**src/common/ccr_regs.svh**
```systemverilog
// Register map, field positions, reset values and link timing for the codec control register bank.
// Assumes inclusion by bare name from the device, host and bench modules.
`ifndef CCR_REGS_SVH
`define CCR_REGS_SVH
`define CCR_ADDR_NOP        5'h00
`define CCR_ADDR_CTRL1      5'h01
`define CCR_ADDR_CTRL2      5'h02
`define CCR_ADDR_CTRL3      5'h03
`define CCR_ADDR_CTRL4      5'h04
`define CCR_RW_BIT          13
`define CCR_ADDR_HI         12
`define CCR_ADDR_LO         8
`define CCR_DATA_HI         7
`define CCR_C1_SWRESET      7
`define CCR_C1_PWRDN        6
`define CCR_C1_ADC_AUX      5
`define CCR_C1_MON_AUX      4
`define CCR_C1_DLOOP        1
`define CCR_C1_DAC16        0
`define CCR_C2_FLAG         7
`define CCR_C2_PHONE        6
`define CCR_C2_OVF          5
`define CCR_C2_ADC16        4
`define CCR_C2_ALOOP        3
`define CCR_C2_SYNC_DLY_DIS 2
`define CCR_C4_PLL_BYP      7
`define CCR_RESET_VAL       8'h00
`define CCR_SYNC_DLY_MIN    6'h12
`define CCR_WORD_BITS       16
`define CCR_HOST_DIV        4
`define CCR_APB_CMD         12'h000
`define CCR_APB_STAT        12'h004
`define CCR_APB_RDATA       12'h008
`endif

```
**src/common/ccr_pkg.sv**
```systemverilog
// Types for the codec control link: monitor gain at the register bank, state of the host port.
// Assumes ccr_regs.svh on the include path.
package ccr_pkg;
  typedef enum logic [1:0] {
    CCR_MON_MUTE = 2'b00,
    CCR_MON_0DB  = 2'b01,
    CCR_MON_M8DB = 2'b10,
    CCR_MON_M18  = 2'b11
  } ccr_mon_gain_t;
  typedef enum logic [1:0] {
    CCR_H_IDLE  = 2'b00,
    CCR_H_SHIFT = 2'b01,
    CCR_H_DONE  = 2'b10
  } ccr_host_state_t;
endpackage

```
**src/common/ccr_link_if.sv**
```systemverilog
// Serial control link between host port and codec register bank.
// Assumes one system clock; the host makes bit clock and frame strobe.
`timescale 1ns/1ns
interface ccr_link_if;
  logic bit_clk;
  logic frame_sync_in;
  logic host_dout;
  logic dev_dout;
  modport host (output bit_clk, output frame_sync_in, output host_dout, input dev_dout);
  modport dev  (input bit_clk, input frame_sync_in, input host_dout, output dev_dout);
endinterface

```
**src/ccr_device.sv**
```systemverilog
// Codec control register bank: decodes secondary serial words and holds four control registers.
// Assumes link pins from another chip; each passes two flip-flops before use.
`timescale 1ns/1ns
`include "ccr_regs.svh"
// Functional notes
// - Bits 12..8 address, bits 7..0 data
// - Bit 13 low writes, high reads
// - Address 0 no-op, 1..4 control registers
// - Reset bit pulses once then self-clears
// - Register 1 bit 6 powers down analog
// - Register 1 bit 5 picks ADC input
// - Register 1 bit 4 picks monitor input
// - Register 1 bits 3:2 monitor gain
// - Bit 1 digital loopback, bit 0 DAC16
// - Bit 0 low: 15+1 DAC, software requests
// - Register 2 bit 5 overflow, read only
// - Register 2 bit 4 selects ADC16
// - Flag pin, phone, analog loopback, delayed sync disable
// - Register 3 bits 5:0 sync delay, min 18
// - Register 3 bits 7:6 slave count
// - Register 4 bits 3:2 input gain
// - Register 4 bits 1:0 output gain
// - Register 4 bits 6:4 divisor, 0 means 8
// - Register 4 bit 7 bypasses phase loop
// - Host programs 1, 2, 4, then 3
// - After register 3 write, use time slot
// - Host writes zeros to reserved bits; the host port forces only bits 15:14 low
module ccr_device (
  // System.
  input  wire logic       clk,
  input  wire logic       rst,
  // Serial link.
  ccr_link_if.dev         link,
  // Codec core status.
  input  wire logic       fir_overflow,
  // Decoded controls.
  output logic            soft_reset,
  output logic            power_down,
  output logic            adc_aux_sel,
  output logic            mon_aux_sel,
  output ccr_pkg::ccr_mon_gain_t mon_gain,
  output logic            digital_loopback,
  output logic            dac_16bit,
  output logic            sw_secondary_req,
  output logic            flag_out,
  output logic            phone_mode,
  output logic            adc_16bit,
  output logic            analog_loopback,
  output logic            sync_delay_en,
  output logic [5:0]      sync_delay_bits,
  output logic            sync_delay_low,
  output logic [1:0]      slave_count,
  output logic [1:0]      in_gain,
  output logic [1:0]      out_gain,
  output logic [3:0]      rate_divisor,
  output logic            pll_bypass,
  output logic            slot_active
);
  typedef struct packed {
    logic [1:0]  clk_s;
    logic [1:0]  fsync_s;
    logic [1:0]  din_s;
    logic        clk_d;
    logic        in_frame;
    logic [4:0]  cnt;
    logic [15:0] shin;
    logic [15:0] shout;
    logic [7:0]  c1;
    logic [7:0]  c2;
    logic [7:0]  c3;
    logic [7:0]  c4;
    logic        rst_pulse;
    logic        slot;
    logic        ovf;
  } ccr_dev_state_t;
  ccr_dev_state_t s_reg;
  ccr_dev_state_t s_next;
  logic           rise;
  logic [15:0]    word;
  logic [7:0]     rd;

  function automatic logic [7:0] ccr_read(input logic [4:0] a, input ccr_dev_state_t s);
    if (a == `CCR_ADDR_CTRL1) begin
      ccr_read = s.c1;
    end else if (a == `CCR_ADDR_CTRL2) begin
      ccr_read = s.c2 | (8'h01 << `CCR_C2_OVF) & {8{s.ovf}};
    end else if (a == `CCR_ADDR_CTRL3) begin
      ccr_read = s.c3;
    end else if (a == `CCR_ADDR_CTRL4) begin
      ccr_read = s.c4;
    end else begin
      ccr_read = 8'h00;
    end
  endfunction

  always_comb begin
    s_next = s_reg;
    s_next.clk_s = {s_reg.clk_s[0], link.bit_clk};
    s_next.fsync_s = {s_reg.fsync_s[0], link.frame_sync_in};
    s_next.din_s = {s_reg.din_s[0], link.host_dout};
    s_next.clk_d = s_reg.clk_s[1];
    s_next.rst_pulse = 1'b0;
    s_next.ovf = s_reg.ovf | fir_overflow;
    rise = s_reg.clk_s[1] & ~s_reg.clk_d;
    word = {s_reg.shin[14:0], s_reg.din_s[1]};
    rd = 8'h00;
    if (rise) begin
      if (!s_reg.in_frame && s_reg.fsync_s[1]) begin
        s_next.in_frame = 1'b1;
        s_next.cnt = 5'h01;
        s_next.shin = {15'h0000, s_reg.din_s[1]};
        s_next.shout = {s_reg.shout[14:0], 1'b0};
      end else if (s_reg.in_frame) begin
        s_next.shin = word;
        s_next.shout = {s_reg.shout[14:0], 1'b0};
        s_next.cnt = s_reg.cnt + 5'h01;
        if (s_reg.cnt == 5'h0F) begin
          s_next.in_frame = 1'b0;
          if (word[`CCR_RW_BIT]) begin
            rd = ccr_read(word[`CCR_ADDR_HI:`CCR_ADDR_LO], s_reg);
            s_next.shout = {word[15:8], rd};
            if (word[`CCR_ADDR_HI:`CCR_ADDR_LO] == `CCR_ADDR_CTRL2) begin
              s_next.ovf = fir_overflow;
            end
          end else if (word[`CCR_ADDR_HI:`CCR_ADDR_LO] == `CCR_ADDR_CTRL1) begin
            s_next.c1 = word[`CCR_DATA_HI:0] & ~(8'h01 << `CCR_C1_SWRESET);
            s_next.rst_pulse = word[`CCR_C1_SWRESET];
          end else if (word[`CCR_ADDR_HI:`CCR_ADDR_LO] == `CCR_ADDR_CTRL2) begin
            s_next.c2 = word[`CCR_DATA_HI:0] & ~(8'h01 << `CCR_C2_OVF);
          end else if (word[`CCR_ADDR_HI:`CCR_ADDR_LO] == `CCR_ADDR_CTRL3) begin
            s_next.c3 = word[`CCR_DATA_HI:0];
            s_next.slot = 1'b1;
          end else if (word[`CCR_ADDR_HI:`CCR_ADDR_LO] == `CCR_ADDR_CTRL4) begin
            s_next.c4 = word[`CCR_DATA_HI:0];
          end
        end
      end
    end
    // A software reset restores registers 2, 3 and 4, and it also drops the time slot.
    if (s_reg.rst_pulse) begin
      s_next.c2 = `CCR_RESET_VAL;
      s_next.c3 = `CCR_RESET_VAL;
      s_next.c4 = `CCR_RESET_VAL;
      s_next.slot = 1'b0;
    end
  end

  always_ff @(posedge clk) begin
    if (rst) begin
      s_reg <= '0;
    end else begin
      s_reg <= s_next;
    end
  end

  assign link.dev_dout = s_reg.shout[15];
  assign soft_reset = s_reg.rst_pulse;
  assign power_down = s_reg.c1[`CCR_C1_PWRDN];
  assign adc_aux_sel = s_reg.c1[`CCR_C1_ADC_AUX];
  assign mon_aux_sel = s_reg.c1[`CCR_C1_MON_AUX];
  assign mon_gain = ccr_pkg::ccr_mon_gain_t'(s_reg.c1[3:2]);
  assign digital_loopback = s_reg.c1[`CCR_C1_DLOOP];
  assign dac_16bit = s_reg.c1[`CCR_C1_DAC16];
  assign sw_secondary_req = ~s_reg.c1[`CCR_C1_DAC16];
  assign flag_out = s_reg.c2[`CCR_C2_FLAG];
  assign phone_mode = s_reg.c2[`CCR_C2_PHONE];
  assign adc_16bit = s_reg.c2[`CCR_C2_ADC16];
  assign analog_loopback = s_reg.c2[`CCR_C2_ALOOP];
  assign sync_delay_en = ~s_reg.c2[`CCR_C2_SYNC_DLY_DIS];
  assign sync_delay_bits = s_reg.c3[5:0];
  // The device cannot refuse a short spacing; it only flags it for the core.
  assign sync_delay_low = s_reg.slot && (s_reg.c3[5:0] < `CCR_SYNC_DLY_MIN);
  assign slave_count = s_reg.c3[7:6];
  assign in_gain = s_reg.c4[3:2];
  assign out_gain = s_reg.c4[1:0];
  assign rate_divisor = (s_reg.c4[6:4] == 3'h0) ? 4'h8 : {1'b0, s_reg.c4[6:4]};
  assign pll_bypass = s_reg.c4[`CCR_C4_PLL_BYP];
  assign slot_active = s_reg.slot;
endmodule

```
**src/flat_wrapper.sv**
```systemverilog
// flat-port wrapper written by rule: the top's interface ports become plain ports
module ccr_device_flat 
  (clk, rst, fir_overflow, soft_reset, power_down, adc_aux_sel, mon_aux_sel, mon_gain, digital_loopback, dac_16bit, sw_secondary_req, flag_out, phone_mode, adc_16bit, analog_loopback, sync_delay_en, sync_delay_bits, sync_delay_low, slave_count, in_gain, out_gain, rate_divisor, pll_bypass, slot_active, link_bit_clk, link_frame_sync_in, link_host_dout, link_dev_dout);
  ccr_link_if link_i ();
  input  wire logic clk;
  input  wire logic rst;
  input  wire logic fir_overflow;
  output logic soft_reset;
  output logic power_down;
  output logic adc_aux_sel;
  output logic mon_aux_sel;
  output ccr_pkg::ccr_mon_gain_t mon_gain;
  output logic digital_loopback;
  output logic dac_16bit;
  output logic sw_secondary_req;
  output logic flag_out;
  output logic phone_mode;
  output logic adc_16bit;
  output logic analog_loopback;
  output logic sync_delay_en;
  output logic [5:0] sync_delay_bits;
  output logic sync_delay_low;
  output logic [1:0] slave_count;
  output logic [1:0] in_gain;
  output logic [1:0] out_gain;
  output logic [3:0] rate_divisor;
  output logic pll_bypass;
  output logic slot_active;
  input wire logic [$bits(link_i.bit_clk)-1:0] link_bit_clk;
  input wire logic [$bits(link_i.frame_sync_in)-1:0] link_frame_sync_in;
  input wire logic [$bits(link_i.host_dout)-1:0] link_host_dout;
  output wire logic [$bits(link_i.dev_dout)-1:0] link_dev_dout;
  assign link_i.bit_clk = link_bit_clk;
  assign link_i.frame_sync_in = link_frame_sync_in;
  assign link_i.host_dout = link_host_dout;
  assign link_dev_dout = link_i.dev_dout;
  ccr_device u_core (.clk(clk), .rst(rst), .link(link_i), .fir_overflow(fir_overflow), .soft_reset(soft_reset), .power_down(power_down), .adc_aux_sel(adc_aux_sel), .mon_aux_sel(mon_aux_sel), .mon_gain(mon_gain), .digital_loopback(digital_loopback), .dac_16bit(dac_16bit), .sw_secondary_req(sw_secondary_req), .flag_out(flag_out), .phone_mode(phone_mode), .adc_16bit(adc_16bit), .analog_loopback(analog_loopback), .sync_delay_en(sync_delay_en), .sync_delay_bits(sync_delay_bits), .sync_delay_low(sync_delay_low), .slave_count(slave_count), .in_gain(in_gain), .out_gain(out_gain), .rate_divisor(rate_divisor), .pll_bypass(pll_bypass), .slot_active(slot_active));
endmodule
```
**config.mk**
```make
export PLATFORM = sky130hd
export DESIGN_NAME = ccr_device_flat
export DESIGN_NICKNAME = d
export VERILOG_FILES = /design/src/common/ccr_pkg.sv /design/src/common/ccr_link_if.sv /design/src/ccr_device.sv /design/src/flat_wrapper.sv
export VERILOG_INCLUDE_DIRS = /design/src /design/src/common
export SDC_FILE = /design/constraint.sdc
export NUM_CORES = 1
export LEC_CHECK = 0
export BUFFER_PORTS_ARGS = -buffer_cell sky130_fd_sc_hd__buf_2
export CORE_ASPECT_RATIO = 1.5
export CORE_MARGIN = 4
export CORE_UTILIZATION = 30
export CTS_BUF_LIST = sky130_fd_sc_hd__clkbuf_2 sky130_fd_sc_hd__clkbuf_4 sky130_fd_sc_hd__clkbuf_8
export DETAILED_ROUTE_END_ITERATION = 8
export PLACE_DENSITY = 0.58
export SLEW_MARGIN = 10
export SYNTH_ARGS = -nofsm -noshare
export SYNTH_HDL_FRONTEND = slang
export SYNTH_SLANG_ARGS = --single-unit
```
**constraint.sdc**
```tcl
create_clock -name clk -period 2.57 [get_ports clk]
set_input_delay 0.6425 -clock clk [delete_from_list [all_inputs] [get_ports clk]]
set_output_delay 0.6425 -clock clk [all_outputs]
set_load 0.05 [all_outputs]
```
==> results of run 1 <==
==> final cells by class <==
type                            instances  area [um2]
Multi-Input combinational cell        223        1480
Sequential cell                        77        1540
Inverter                                4        15.0
Fill cell                            1077        6780
Clock inverter                          5         106
Tap cell                              144         180
Clock buffer                           11         145
Timing Repair Buffer                   52         293
==> per-layer routing <==
metal,vias up,share of wire,global-route usage
met5,-,0,0
li1,1261,-,-
met4,0,0.014,0.0538
met1,1199,0.43,0.159
met2,46,0.53,0.242
met3,8,0.026,0.0334
==> cells by family (layout without fill, tap and decap cells) <==
family / after synthesis / count (layout) / share of synthesized area
fa+ha+maj: 2 / 2 / 0.00774
buf+inv: 43 / 72 / 0.0697
mux: 32 / 32 / 0.0991
compound gates: 76 / 76 / 0.168
simple gates: 113 / 113 / 0.178
flops: 77 / 77 / 0.477
==> path summary, 6_finish.rpt <==
path | to | cells past startpoint | startpoint | slack, ns
worst max-delay path | u_core.adc_aux_sel | 8 | u_core.s_reg[67] | 0.24
worst min-delay path | u_core.s_next[73] | 1 | u_core.s_next[79] | 0.44
worst max register to register | u_core.adc_aux_sel | 8 | u_core.s_reg[67] | 0.24
worst min register to register | u_core.s_next[73] | 1 | u_core.s_next[79] | 0.44
==> cells in the mapped netlist, drive strengths merged <==
| cell | instances | area share |
|---|---|---|
| dfxtp | 77 | 0.48 |
| nor2 | 50 | 0.058 |
| mux2i | 32 | 0.099 |
| buf | 22 | 0.045 |
| clkbuf | 17 | 0.020 |
| a22o | 16 | 0.043 |
| nand2 | 13 | 0.015 |
| a21oi | 12 | 0.019 |
| o21ai | 12 | 0.019 |
| nor2b | 11 | 0.021 |
| nand3 | 10 | 0.015 |
| a311oi | 9 | 0.024 |
| o22ai | 8 | 0.015 |
| a22oi | 6 | 0.014 |
| a2bb2oi | 5 | 0.014 |
| nand2b | 5 | 0.0097 |
| nor3 | 5 | 0.0077 |
| inv | 4 | 0.0046 |
| or2 | 4 | 0.0077 |
| nor4 | 3 | 0.015 |
| a211oi | 2 | 0.0046 |
| a32oi | 2 | 0.0054 |
| and3 | 2 | 0.0039 |
| ha | 2 | 0.0077 |
| nor3b | 2 | 0.0046 |
| a21o | 1 | 0.0023 |
| a221oi | 1 | 0.0027 |
| a41oi | 1 | 0.0027 |
| and2 | 1 | 0.0019 |
| and3b | 1 | 0.0027 |
| nand3b | 1 | 0.0023 |
| nand4 | 1 | 0.0019 |
| nand4b | 1 | 0.0027 |
| nor4b | 1 | 0.0027 |
| o31a | 1 | 0.0027 |
| or3 | 1 | 0.0019 |
| or3b | 1 | 0.0027 |
==> report_power, final <==
part           switching, mW  leakage [nW]  internal, mW  total, mW
clock network          0.452         0.124         0.686       1.14
logic                 0.0337         0.619        0.0169     0.0506
registers            0.00585         0.622          1.20       1.21
==> worst max-delay path, cell delays in order, from the launching register on <==
cell and delay [ns]:
dfxtp_1 0.40, ha_1 0.21, and3_1 0.17, ha_1 0.20
nand4b_1 0.34, nor4_4 0.41, buf_4 0.23, mux2i_1 0.20
nor2_1 0.05
==> through the flow <==
step	util	setup WS [ns]	cell area [um2]	instances	power [mW]
CTS	0.357	0.223	3760	516	2.43
finish	0.357	0.236	3760	516	2.40
global route	0.357	0.0138	3760	516	2.48
global placement	0.333	0.291	3510	500	1.28
detailed placement	0.333	0.255	3510	500	1.29
floorplan	-	0.0764	3230	343	1.27
==> summary by stage, run 1 <==
Outcome
The flow ran to the end, and the final reports show no timing, DRC or antenna violations.

Route
The DRC marker count from the first detailed-route iteration is 130. In the routed layout, each cell is associated on average with a via count of 4.87. The via count is 2514. The first TritonRoute pass finished after 5 iterations. Dividing the detail-routed wire length by the instance count gives 15.6 um.

The final routed wirelength across all metal layers is 8040 um. The post-route antenna net violation count is 0. The number of DRC violations after detailed routing is 0.

Timing
Setup violations remaining at the end of the flow were counted as 0. After routing, the total negative slack on setup checks comes to 0 ns. Setup repair after global routing left no endpoint under its margin. In the finished design, the share of the clock period the worst path needs comes to 0.908.

The final max-slew violation count is 0. The smallest hold slack is 0.436 ns. Measured against its own limit, the worst slew margin works out to 0.439. For the finished layout, the period the worst path requires is 2.33 ns. On the final layout, the worst clock skew is 0.0130 ns. Timing would allow up to 428 MHz. At the pin with the least slew margin, the transition time is 0.835 ns. The final number of hold-violating endpoints is 0.

Floorplanning
The initial standard-cell utilization of the core is 0.307. The overall die area is 0.0125 mm2. The core region is 0.0105 mm2.

The chip height is 135 um. During I/O placement, the number of pins put on the boundary was 40. The count of standard-cell rows is 46. The die span in x is 92.7 um.

Setup path
The worst setup path is launched from a flip-flop. The endpoint required time on the critical path is 2.81 ns. The critical path start-end classification is flip-flop to flip-flop.

The maximum net fanout on the critical path is 6. The arrival time of data at the critical path endpoint is 2.58 ns. STA classifies the critical path endpoint as a flip-flop.

Place
The total of buffers placed on input and output ports is 39. The estimated wirelength of the detail-placed design is 5980 um. Routability-driven placement finished with a final weighted congestion of 0.807.

Clocking
Once the clock tree was built, the setup fixing pass inserted 0 buffers. The longest clock path from root to sink contains 2 buffers. The total of cells resized after clock tree synthesis is 0. After clock tree synthesis, the flow added hold-fix buffers numbering 0. The H-tree depth is 3.

CTS saw 77 sinks. The buffer cell driving the clock tree root is clkbuf_8. For the worst-skew pair, the clock arrives at the later sink with an insertion delay of 0.36 ns. TritonCTS built the clock tree.

TritonCTS created 9 clock buffers. After clock tree synthesis, the clock-pin slew on the worst setup and hold paths is 0.08 ns.

Global routing
Entering global routing, the biggest net connects 25 pins. The number of global-route vias before repair is 2572. The combined global-route utilization of all metal layers is 0.137.

The global route total overflow is 0. The number of antenna violations at the first check in global routing came to 0. The first global-routing pass estimated 13400 um of wire.

Synth
The synthesized instance count is 343. The number of unique standard cell types used by synthesis is 40. The share of the Yosys chip area taken by registers is 0.477.

The synthesized netlist occupies a cell area of 0.00323 mm2. During synthesis, Yosys emitted a total of 0 warnings. The number of nets produced by synthesis is 351.

The register bit total from synthesis is 77. The per-instance average area after synthesis is 9.42 um2.

Power
The power density over cell area is 637 mW/mm2. The worst IR drop on VDD is 0.363 mV. The leakage dissipation is 1.36 nW.

Worst hold path
The worst hold path belongs to the class flip-flop to flip-flop.

Cells and area
The relative area change from synthesis to final layout is 16.3%. The antenna diode count is 0. The final net count is 375. The number of flip-flops under the largest register name is 46. The most frequent standard cell in the layout excluding fill and tap cells is dfxtp_1. Leaving out fill and tap cells, the most frequent cells in the layout are 77 x dfxtp_1, 50 x nor2_1, 39 x buf_2. In the final layout, the share of cells above drive strength 1 is 0.204.

Flow run
The total of max-cap violations is 0.
No activity file was read; power rests on OpenSTA's default activity.
==> inputs of run 2 (changes only) <==
CELL_PAD_IN_SITES_DETAIL_PLACEMENT = 1   (was unset)
CELL_PAD_IN_SITES_GLOBAL_PLACEMENT = 1   (was unset)
PLACE_DENSITY = 0.68   (was 0.58)
==> run 2 against run 1 <==
  * Wire length rose by 11%
  * First-iteration DRC count grew 16%
  * Power fell by 9.5%
  * Design area decreased by 1.4%
  * Critical endpoint is now u_core.out_gain[0]
  * Largest cell class unchanged
  * Highest routed layer unchanged
==> summary by stage, run 2 (same netlist as run 1, synthesis figures left out) <==
Route
The number of DRC violations after detailed routing is 0 (unchanged). The via count is 2609 (+3.8%). The DRC marker count from the first detailed-route iteration is 151 (+16%).

The first-pass detailed-route iteration total was 4 (-1). The average wire length per cell after detail routing is 17.3 um (+11%). The final routed wirelength across all metal layers is 8930 um (+11%). The post-route antenna net violation count is 0 (unchanged). The via count normalized by instance count is 5.06 (+3.8%).

Setup path
The signal on the critical path passes through ha_1, and3_1, ha_1, nand4b_1, buf_4, nor4_4, buf_4, mux2i_1, nor2_1. In this run the worst setup path terminates at u_core.out_gain[0]. The endpoint required time on the critical path is 2.81 ns (about the same). The logic depth of the worst setup path including buffers came to 9 (+1). The capture instance of the worst register-to-register path is u_core.out_gain[0]. The maximum net fanout on the critical path is 8 (+2).

The depth of the most critical reg-to-reg path is 9 (+1). The category of the worst setup path launch point is a flip-flop. The arrival time of data at the critical path endpoint came to 2.53 ns (-0.05 ns). The worst setup path is captured at a flip-flop.

The startpoint identified for the worst register-to-register timing path is u_core.s_reg[67]. The longest individual stage delay on the worst path is 0.40 ns (about the same). In this run the worst setup path begins at u_core.s_reg[67]. The cell family contributing the most delay on the critical path is simple AND/OR/NAND/NOR gates. The critical path start-end classification is flip-flop to flip-flop. On the critical path, the stage with the largest delay is an instance of dfxtp_1. The total buffers and inverters traversed by the critical path is 2 (+1). The register-to-register setup slack is 0.28 ns (+0.05 ns).

Floorplanning
The count of standard-cell rows is 46 (unchanged). The chip height is 135 um (unchanged). The initial standard-cell utilization of the core came to 0.307 (unchanged). The I/O pin total is 40 (unchanged). The placeable core region is 0.0105 mm2 (unchanged).

The die span in x is 92.7 um (unchanged). The overall die area is 0.0125 mm2 (unchanged).

Outcome
The run finished with clean final reports.

Timing
The smallest hold slack is 0.443 ns (+0.00685 ns). The slew at the pin closest to its max-slew limit came to 0.758 ns (-0.0767 ns). The maximum clock skew at final layout is 0.00705 ns (-0.00591 ns).

The total setup violations reported at the end of the flow is 0 (unchanged). The time the worst path needs with I/O delays and setup is 2.29 ns (-0.0459 ns). The maximum clock frequency was 437 MHz (+2.0%). The final cycle utilization of the critical path is 0.890 (-0.0179). Setup repair after global routing left no endpoint under its margin. The final critical-path setup slack is 0.282 ns (+0.0459 ns). The final number of hold-violating endpoints is 0 (unchanged). The post-route setup TNS is 0 ns (unchanged). The final max-slew violation count is 0 (unchanged).

The headroom to the max-slew limit is 0.490 (+0.0515).

Cells and area
The most frequent standard cell in the layout excluding fill and tap cells is dfxtp_1. The number of standard cells in the final layout excluding fillers is 516 (unchanged). The number of flip-flops under the largest register name was 46 (unchanged). The relative area change from synthesis to final layout is 14.6%. The antenna diode count is 0 (unchanged). The final net count is 375 (unchanged). The filler cell count is 1229 (+14%). The fraction of final layout cells with drive strength greater than 1 is 0.207 (+0.00269). In the layout the commonest cells are 77 x dfxtp_1, 50 x nor2_1, 39 x buf_2.

Clocking
The buffer levels on the longest clock path is 2 (unchanged). The cts-stage hold buffer count was 0 (unchanged). The H-tree depth is 3 (unchanged). The number of buffers inserted by post-CTS setup repair is 0 (unchanged). The sink count of the clock tree was 77 (unchanged). TritonCTS built the clock tree. The clock slew seen by the registers of the worst setup and hold paths is 0.08 ns (about the same).

The number of clock buffers inserted by TritonCTS is 9 (unchanged). The insertion delay to the later sink of the worst-skew pair is 0.36 ns (about the same). The buffer cell driving the clock tree root is clkbuf_8. The total of cells resized after clock tree synthesis is 0 (unchanged).

Place
The routability congestion estimate is 0.797 (-1.2%). The estimated wirelength of the detail-placed design is 6560 um (+9.7%). The pre-CTS setup slack is 0.259 ns (+0.00364 ns). The total of buffers placed on input and output ports is 39 (unchanged).

The placed instance count is 500 (unchanged).

Global routing
The global route total overflow was 0 (unchanged). The number of global-route vias before repair is 2734 (+6.3%). The pin count of the biggest net entering global routing is 25 (unchanged). The number of antenna violations at the first check in global routing is 0 (unchanged). The combined global-route utilization of all metal layers came to 0.156 (+0.0183).

The wire length of the first global-routing pass was 15000 um (+12%).

Power
The total power draw is 2.17 mW (-9.5%). The internal cell power is 1.67 mW (-12%). The net switching power is 0.493 mW (+0.19%).

The relative contribution of combinational cells to total power is 0.024 (+0.003). The clock power share is 0.419 (-0.056). The power density over cell area was 585 mW/mm2 (-8.2%). The part of the total power dissipated in sequential elements was 0.557 (+0.053). The worst IR drop on VDD was 0.298 mV (-18%). The leakage dissipation was 1.34 nW (-2.1%). The switching power share of the total was 0.227 (+0.0221).

Worst hold path
The worst hold path belongs to the class flip-flop to flip-flop. The hold path startpoint is u_core.s_next[79].

Flow run
The total of max-cap violations is 0 (unchanged).
==> run 2: changes by cell type in the layout (fill, tap and decap cells not counted), sizes merged <==
cell      before  now
bufinv         3    1
clkbuf        11   10
clkinv         0    3
clkinvlp       1    2
inv            5    4
==> run 2: worst register-to-register path, delay by kind of cell (launching register included) <==
kind | cells | cell delay (ns)
AND/OR/NAND/NOR | 4 | 0.65
buffers and inverters | 2 | 0.46
adder cells (fa/ha/maj) | 2 | 0.42
flip-flops | 1 | 0.40
multiplexers | 1 | 0.24
==> run 2: layer usage <==
metal	GRT usage	share of wire	up-vias
met3	0.0318	0.028	16
met2	0.267	0.53	35
li1	-	-	1261
met5	0	0	-
met4	0.0725	0.023	0
met1	0.185	0.42	1297
==> run 2: cell type report <==
class / instances / area (um2) / area share
clock buffers: 10 / 131 / 0.0355
well taps: 144 / 180 / 0.0486
repair buffers: 52 / 293 / 0.0791
multi-input cells: 223 / 1480 / 0.399
inverters: 4 / 15.0 / 0.00405
clock inverters: 6 / 63.8 / 0.0172
flip-flops and latches: 77 / 1540 / 0.416
==> run 2: worst min-delay path by stage <==
stage,to,depth (start not counted)
detailed placement,u_core.s_next[73],1
global placement,u_core.s_reg[77],1
CTS,u_core.s_next[73],1
global route,u_core.s_next[73],1
floorplan,u_core.s_next[73],1
finish,u_core.s_next[73],1
==> run 2: stage by stage <==
stage	instance area, um2	utilization
after global placement	3510	0.333
after CTS	3700	0.351
final	3700	0.352
after detailed placement	3510	0.333
after global routing	3700	0.352
after floorplan	3230	-
==> run 2: power groups by stage <==
stage | sequential [mW] | combinational (mW) | clock [mW]
3_3_place_gp | 1.23 | 0.0506 | 0
4_1_cts | 1.21 | 0.0527 | 0.949
3_5_place_dp | 1.23 | 0.0525 | 0
5_1_grt | 1.21 | 0.0585 | 0.993
6_report | 1.21 | 0.0525 | 0.909
2_1_floorplan | 1.23 | 0.0346 | 0
==> inputs of run 3 (changes only) <==
CORE_UTILIZATION = 38   (was 30)
PLACE_DENSITY = 0.8   (was 0.68)
RECOVER_POWER = 25   (was unset)
==> run 3 against run 2 <==
  * Register-to-register slack hardly changed
  * Design area fell by 1.9%
  * First-iteration DRC count shrank 23%
  * Clock-buffer cell count unchanged
  * Sequential share of layout area grew 0.79 points
  * Via count increased by 1.5%
  * Setup slack gained 0.0036 ns
  * Power is 4.2% higher
  * Hold slack barely moved
  * Clock power rose by 10%
  * Die area down 20%
==> summary by stage, run 3 (same netlist as run 1, synthesis figures left out) <==
Power
The worst IR drop on VDD is 0.338 mV (+13%). The net switching power is 0.481 mW (-2.5%). The part of the total power dissipated in sequential elements was 0.534 (-0.023). The switching power share of the total was 0.213 (-0.0146). The leakage dissipation is 1.27 nW (-4.9%). The power density over cell area was 621 mW/mm2 (+6.2%). The clock power share is 0.444 (+0.025). The relative contribution of combinational cells to total power is 0.022 (-0.002). The internal cell power was 1.78 mW (+6.2%).

Clocking
The H-tree depth was 3 (unchanged). TritonCTS built the clock tree. The insertion delay to the later sink of the worst-skew pair is 0.37 ns (about the same). The buffer cell driving the clock tree root is clkbuf_8.

The buffer levels on the longest clock path came to 2 (unchanged). The number of clock buffers inserted by TritonCTS is 9 (unchanged). The clock slew seen by the registers of the worst setup and hold paths is 0.08 ns (about the same).

The sink count of the clock tree was 77 (unchanged). The cts-stage hold buffer count was 0 (unchanged).

Timing
The maximum clock frequency is 438 MHz (+0.16%). The total setup violations reported at the end of the flow is 0 (unchanged). The final max-slew violation count came to 0 (unchanged). The final cycle utilization of the critical path is 0.889 (-0.00140). The final number of hold-violating endpoints came to 0 (unchanged). The headroom to the max-slew limit is 0.177 (-0.314). The maximum clock skew at final layout is 0.00902 ns (+0.00197 ns). The slew at the pin closest to its max-slew limit is 1.24 ns (+0.477 ns). The time the worst path needs with I/O delays and setup is 2.28 ns (-0.00360 ns).

Setup repair after global routing left no endpoint under its margin. The post-route setup TNS is 0 ns (unchanged).

Setup path
The capture instance of the worst register-to-register path is u_core.mon_aux_sel. The register-to-register setup slack is 0.29 ns (about the same). The longest individual stage delay on the worst path is 0.40 ns (about the same).

The critical path starts at u_core.s_reg[67]. The category of the worst setup path launch point is a flip-flop. Walking the worst path, the cells encountered are ha_1, and3_1, ha_1, nand4b_1, buf_4, nor4_4, buf_4, mux2i_1, nor2_1. The slowest cell on the critical path is dfxtp_1. The endpoint required time on the critical path is 2.78 ns (-0.03 ns). The depth of the most critical reg-to-reg path was 9 (unchanged). The last element of the critical path is u_core.mon_aux_sel. The element type at the critical path end is a flip-flop. The maximum net fanout on the critical path is 6 (-2). The arrival time of data at the critical path endpoint is 2.49 ns (-0.04 ns). The critical path start-end classification is flip-flop to flip-flop. The worst register-to-register path begins at u_core.s_reg[67].

Floorplanning
The chip height is 121 um (-10%). The placeable core region is 0.00816 mm2 (-23%). The die span in x is 83.3 um (-10%).

The overall die area was 0.0101 mm2 (-20%). The initial standard-cell utilization of the core is 0.396 (+0.0893). The count of standard-cell rows is 40 (-13%).

The I/O pin total is 40 (unchanged).

Cells and area
In the layout the commonest cells are 77 x dfxtp_1, 50 x nor2_1, 32 x mux2i_1. The number of flip-flops under the largest register name was 46 (unchanged). The fraction of final layout cells with drive strength greater than 1 came to 0.149 (-0.0583). The antenna diode count is 0 (unchanged). Compared with the post-synthesis result, the final layout area differs by 12.5%. The final net count is 374 (-0.27%). The post-route cell area is 0.00363 mm2 (-1.9%). The most frequent standard cell in the layout excluding fill and tap cells is dfxtp_1.

Place
The placed instance area is 0.00344 mm2 (-1.8%). The total of buffers placed on input and output ports came to 39 (unchanged). The routability congestion estimate is 0.818 (+2.6%).

The estimated wirelength of the detail-placed design is 6150 um (-6.3%).

Outcome
The flow ran to the end, and the final reports show no timing, DRC or antenna violations.

Route
The post-route antenna net violation count is 0 (unchanged). The first-pass detailed-route iteration total came to 5 (+1). The average wire length per cell after detail routing is 18.4 um (+6.1%). The final routed wirelength across all metal layers is 8720 um (-2.3%).

The DRC marker count from the first detailed-route iteration is 116 (-23%). The number of DRC violations after detailed routing was 0 (unchanged). The via count normalized by instance count is 5.57 (+10%). The via count was 2648 (+1.5%).

Global routing
The combined global-route utilization of all metal layers was 0.179 (+0.0237). The number of global-route vias before repair is 2789 (+2.0%). The pin count of the biggest net entering global routing was 27 (+8.0%). The number of antenna violations at the first check in global routing was 0 (unchanged).

The global route total overflow is 0 (unchanged). The wire length of the first global-routing pass was 14200 um (-5.4%).

Flow run
The total of max-cap violations came to 0 (unchanged).

Worst hold path
The path category of the worst min-delay check is flip-flop to flip-flop.
## run 3: cell types whose count changed in the layout (fill, tap and decap cells not counted), moves of 2 or more
| cell | delta |
|---|---|
| buf_4 | -3 |
| clkbuf_1 | +18 |
| clkinvlp_4 | -2 |
| buf_2 | -16 |
## run 3: power groups by stage
stage / Clock, mW / Sequential [mW] / Combinational, mW
floorplan: 0 / 1.23 / 0.0346
global placement: 0 / 1.23 / 0.0491
detailed placement: 0 / 1.23 / 0.0503
CTS: 1.02 / 1.21 / 0.0513
global route: 1.07 / 1.21 / 0.0547
finish: 1.00 / 1.21 / 0.0494
## run 3: worst max-delay path, delay by kind of cell (launching register included)
family / cells / cell delay, ns
buf+inv: 2 / 0.42
mux: 1 / 0.22
simple gates: 4 / 0.66
flops: 1 / 0.40
fa+ha+maj: 2 / 0.43
## run 3: through the flow
stage / power (mW) / hold slack (ns) / std cells / utilization / setup WS [ns]
5_1_grt: 2.33 / 0.453 / 475 / 0.446 / 0.138
4_1_cts: 2.28 / 0.452 / 474 / 0.448 / 0.152
3_5_place_dp: 1.28 / 0.431 / 459 / 0.422 / 0.184
2_1_floorplan: 1.27 / 0.414 / 343 / - / 0.0764
3_3_place_gp: 1.28 / 0.419 / 459 / 0.422 / 0.309
6_report: 2.26 / 0.443 / 475 / 0.446 / 0.285
## run 3: final cells by class
| type | count | area [um2] |
|---|---|---|
| clock buffer | 10 | 138 |
| sequential | 77 | 1540 |
| fill | 960 | 4520 |
| multi-input combinational | 223 | 1480 |
| clock inverter | 5 | 75.1 |
| tap | 105 | 131 |
| inverter | 4 | 15.0 |
| timing repair buffer | 51 | 258 |
## run 3: worst min-delay path by stage
stage / startpoint / end / slack (ns) / depth (start not counted)
finish: u_core.s_next[79] / u_core.s_next[73] / 0.44 / 1
CTS: u_core.s_next[79] / u_core.s_next[73] / 0.45 / 1
global placement: u_core.s_next[79] / u_core.s_next[73] / 0.42 / 1
floorplan: u_core.s_next[79] / u_core.s_next[73] / 0.41 / 1
global route: u_core.s_next[79] / u_core.s_next[73] / 0.45 / 1
detailed placement: u_core.s_next[77] / u_core.s_reg[77] / 0.43 / 1
## run 3: repair_timing
item | CTS | global route
endpoints found under the setup margin | 0 | 6
setup buffers | 0 | 1
resized for setup | 0 | 0
## run 3: layer usage
metal | share of wire | vias to the layer above | global-route usage
met4 | 0.036 | 0 | 0.101
met3 | 0.037 | 22 | 0.0353
met5 | 0 | - | 0
li1 | - | 1258 | -
met1 | 0.42 | 1308 | 0.202
met2 | 0.51 | 60 | 0.313
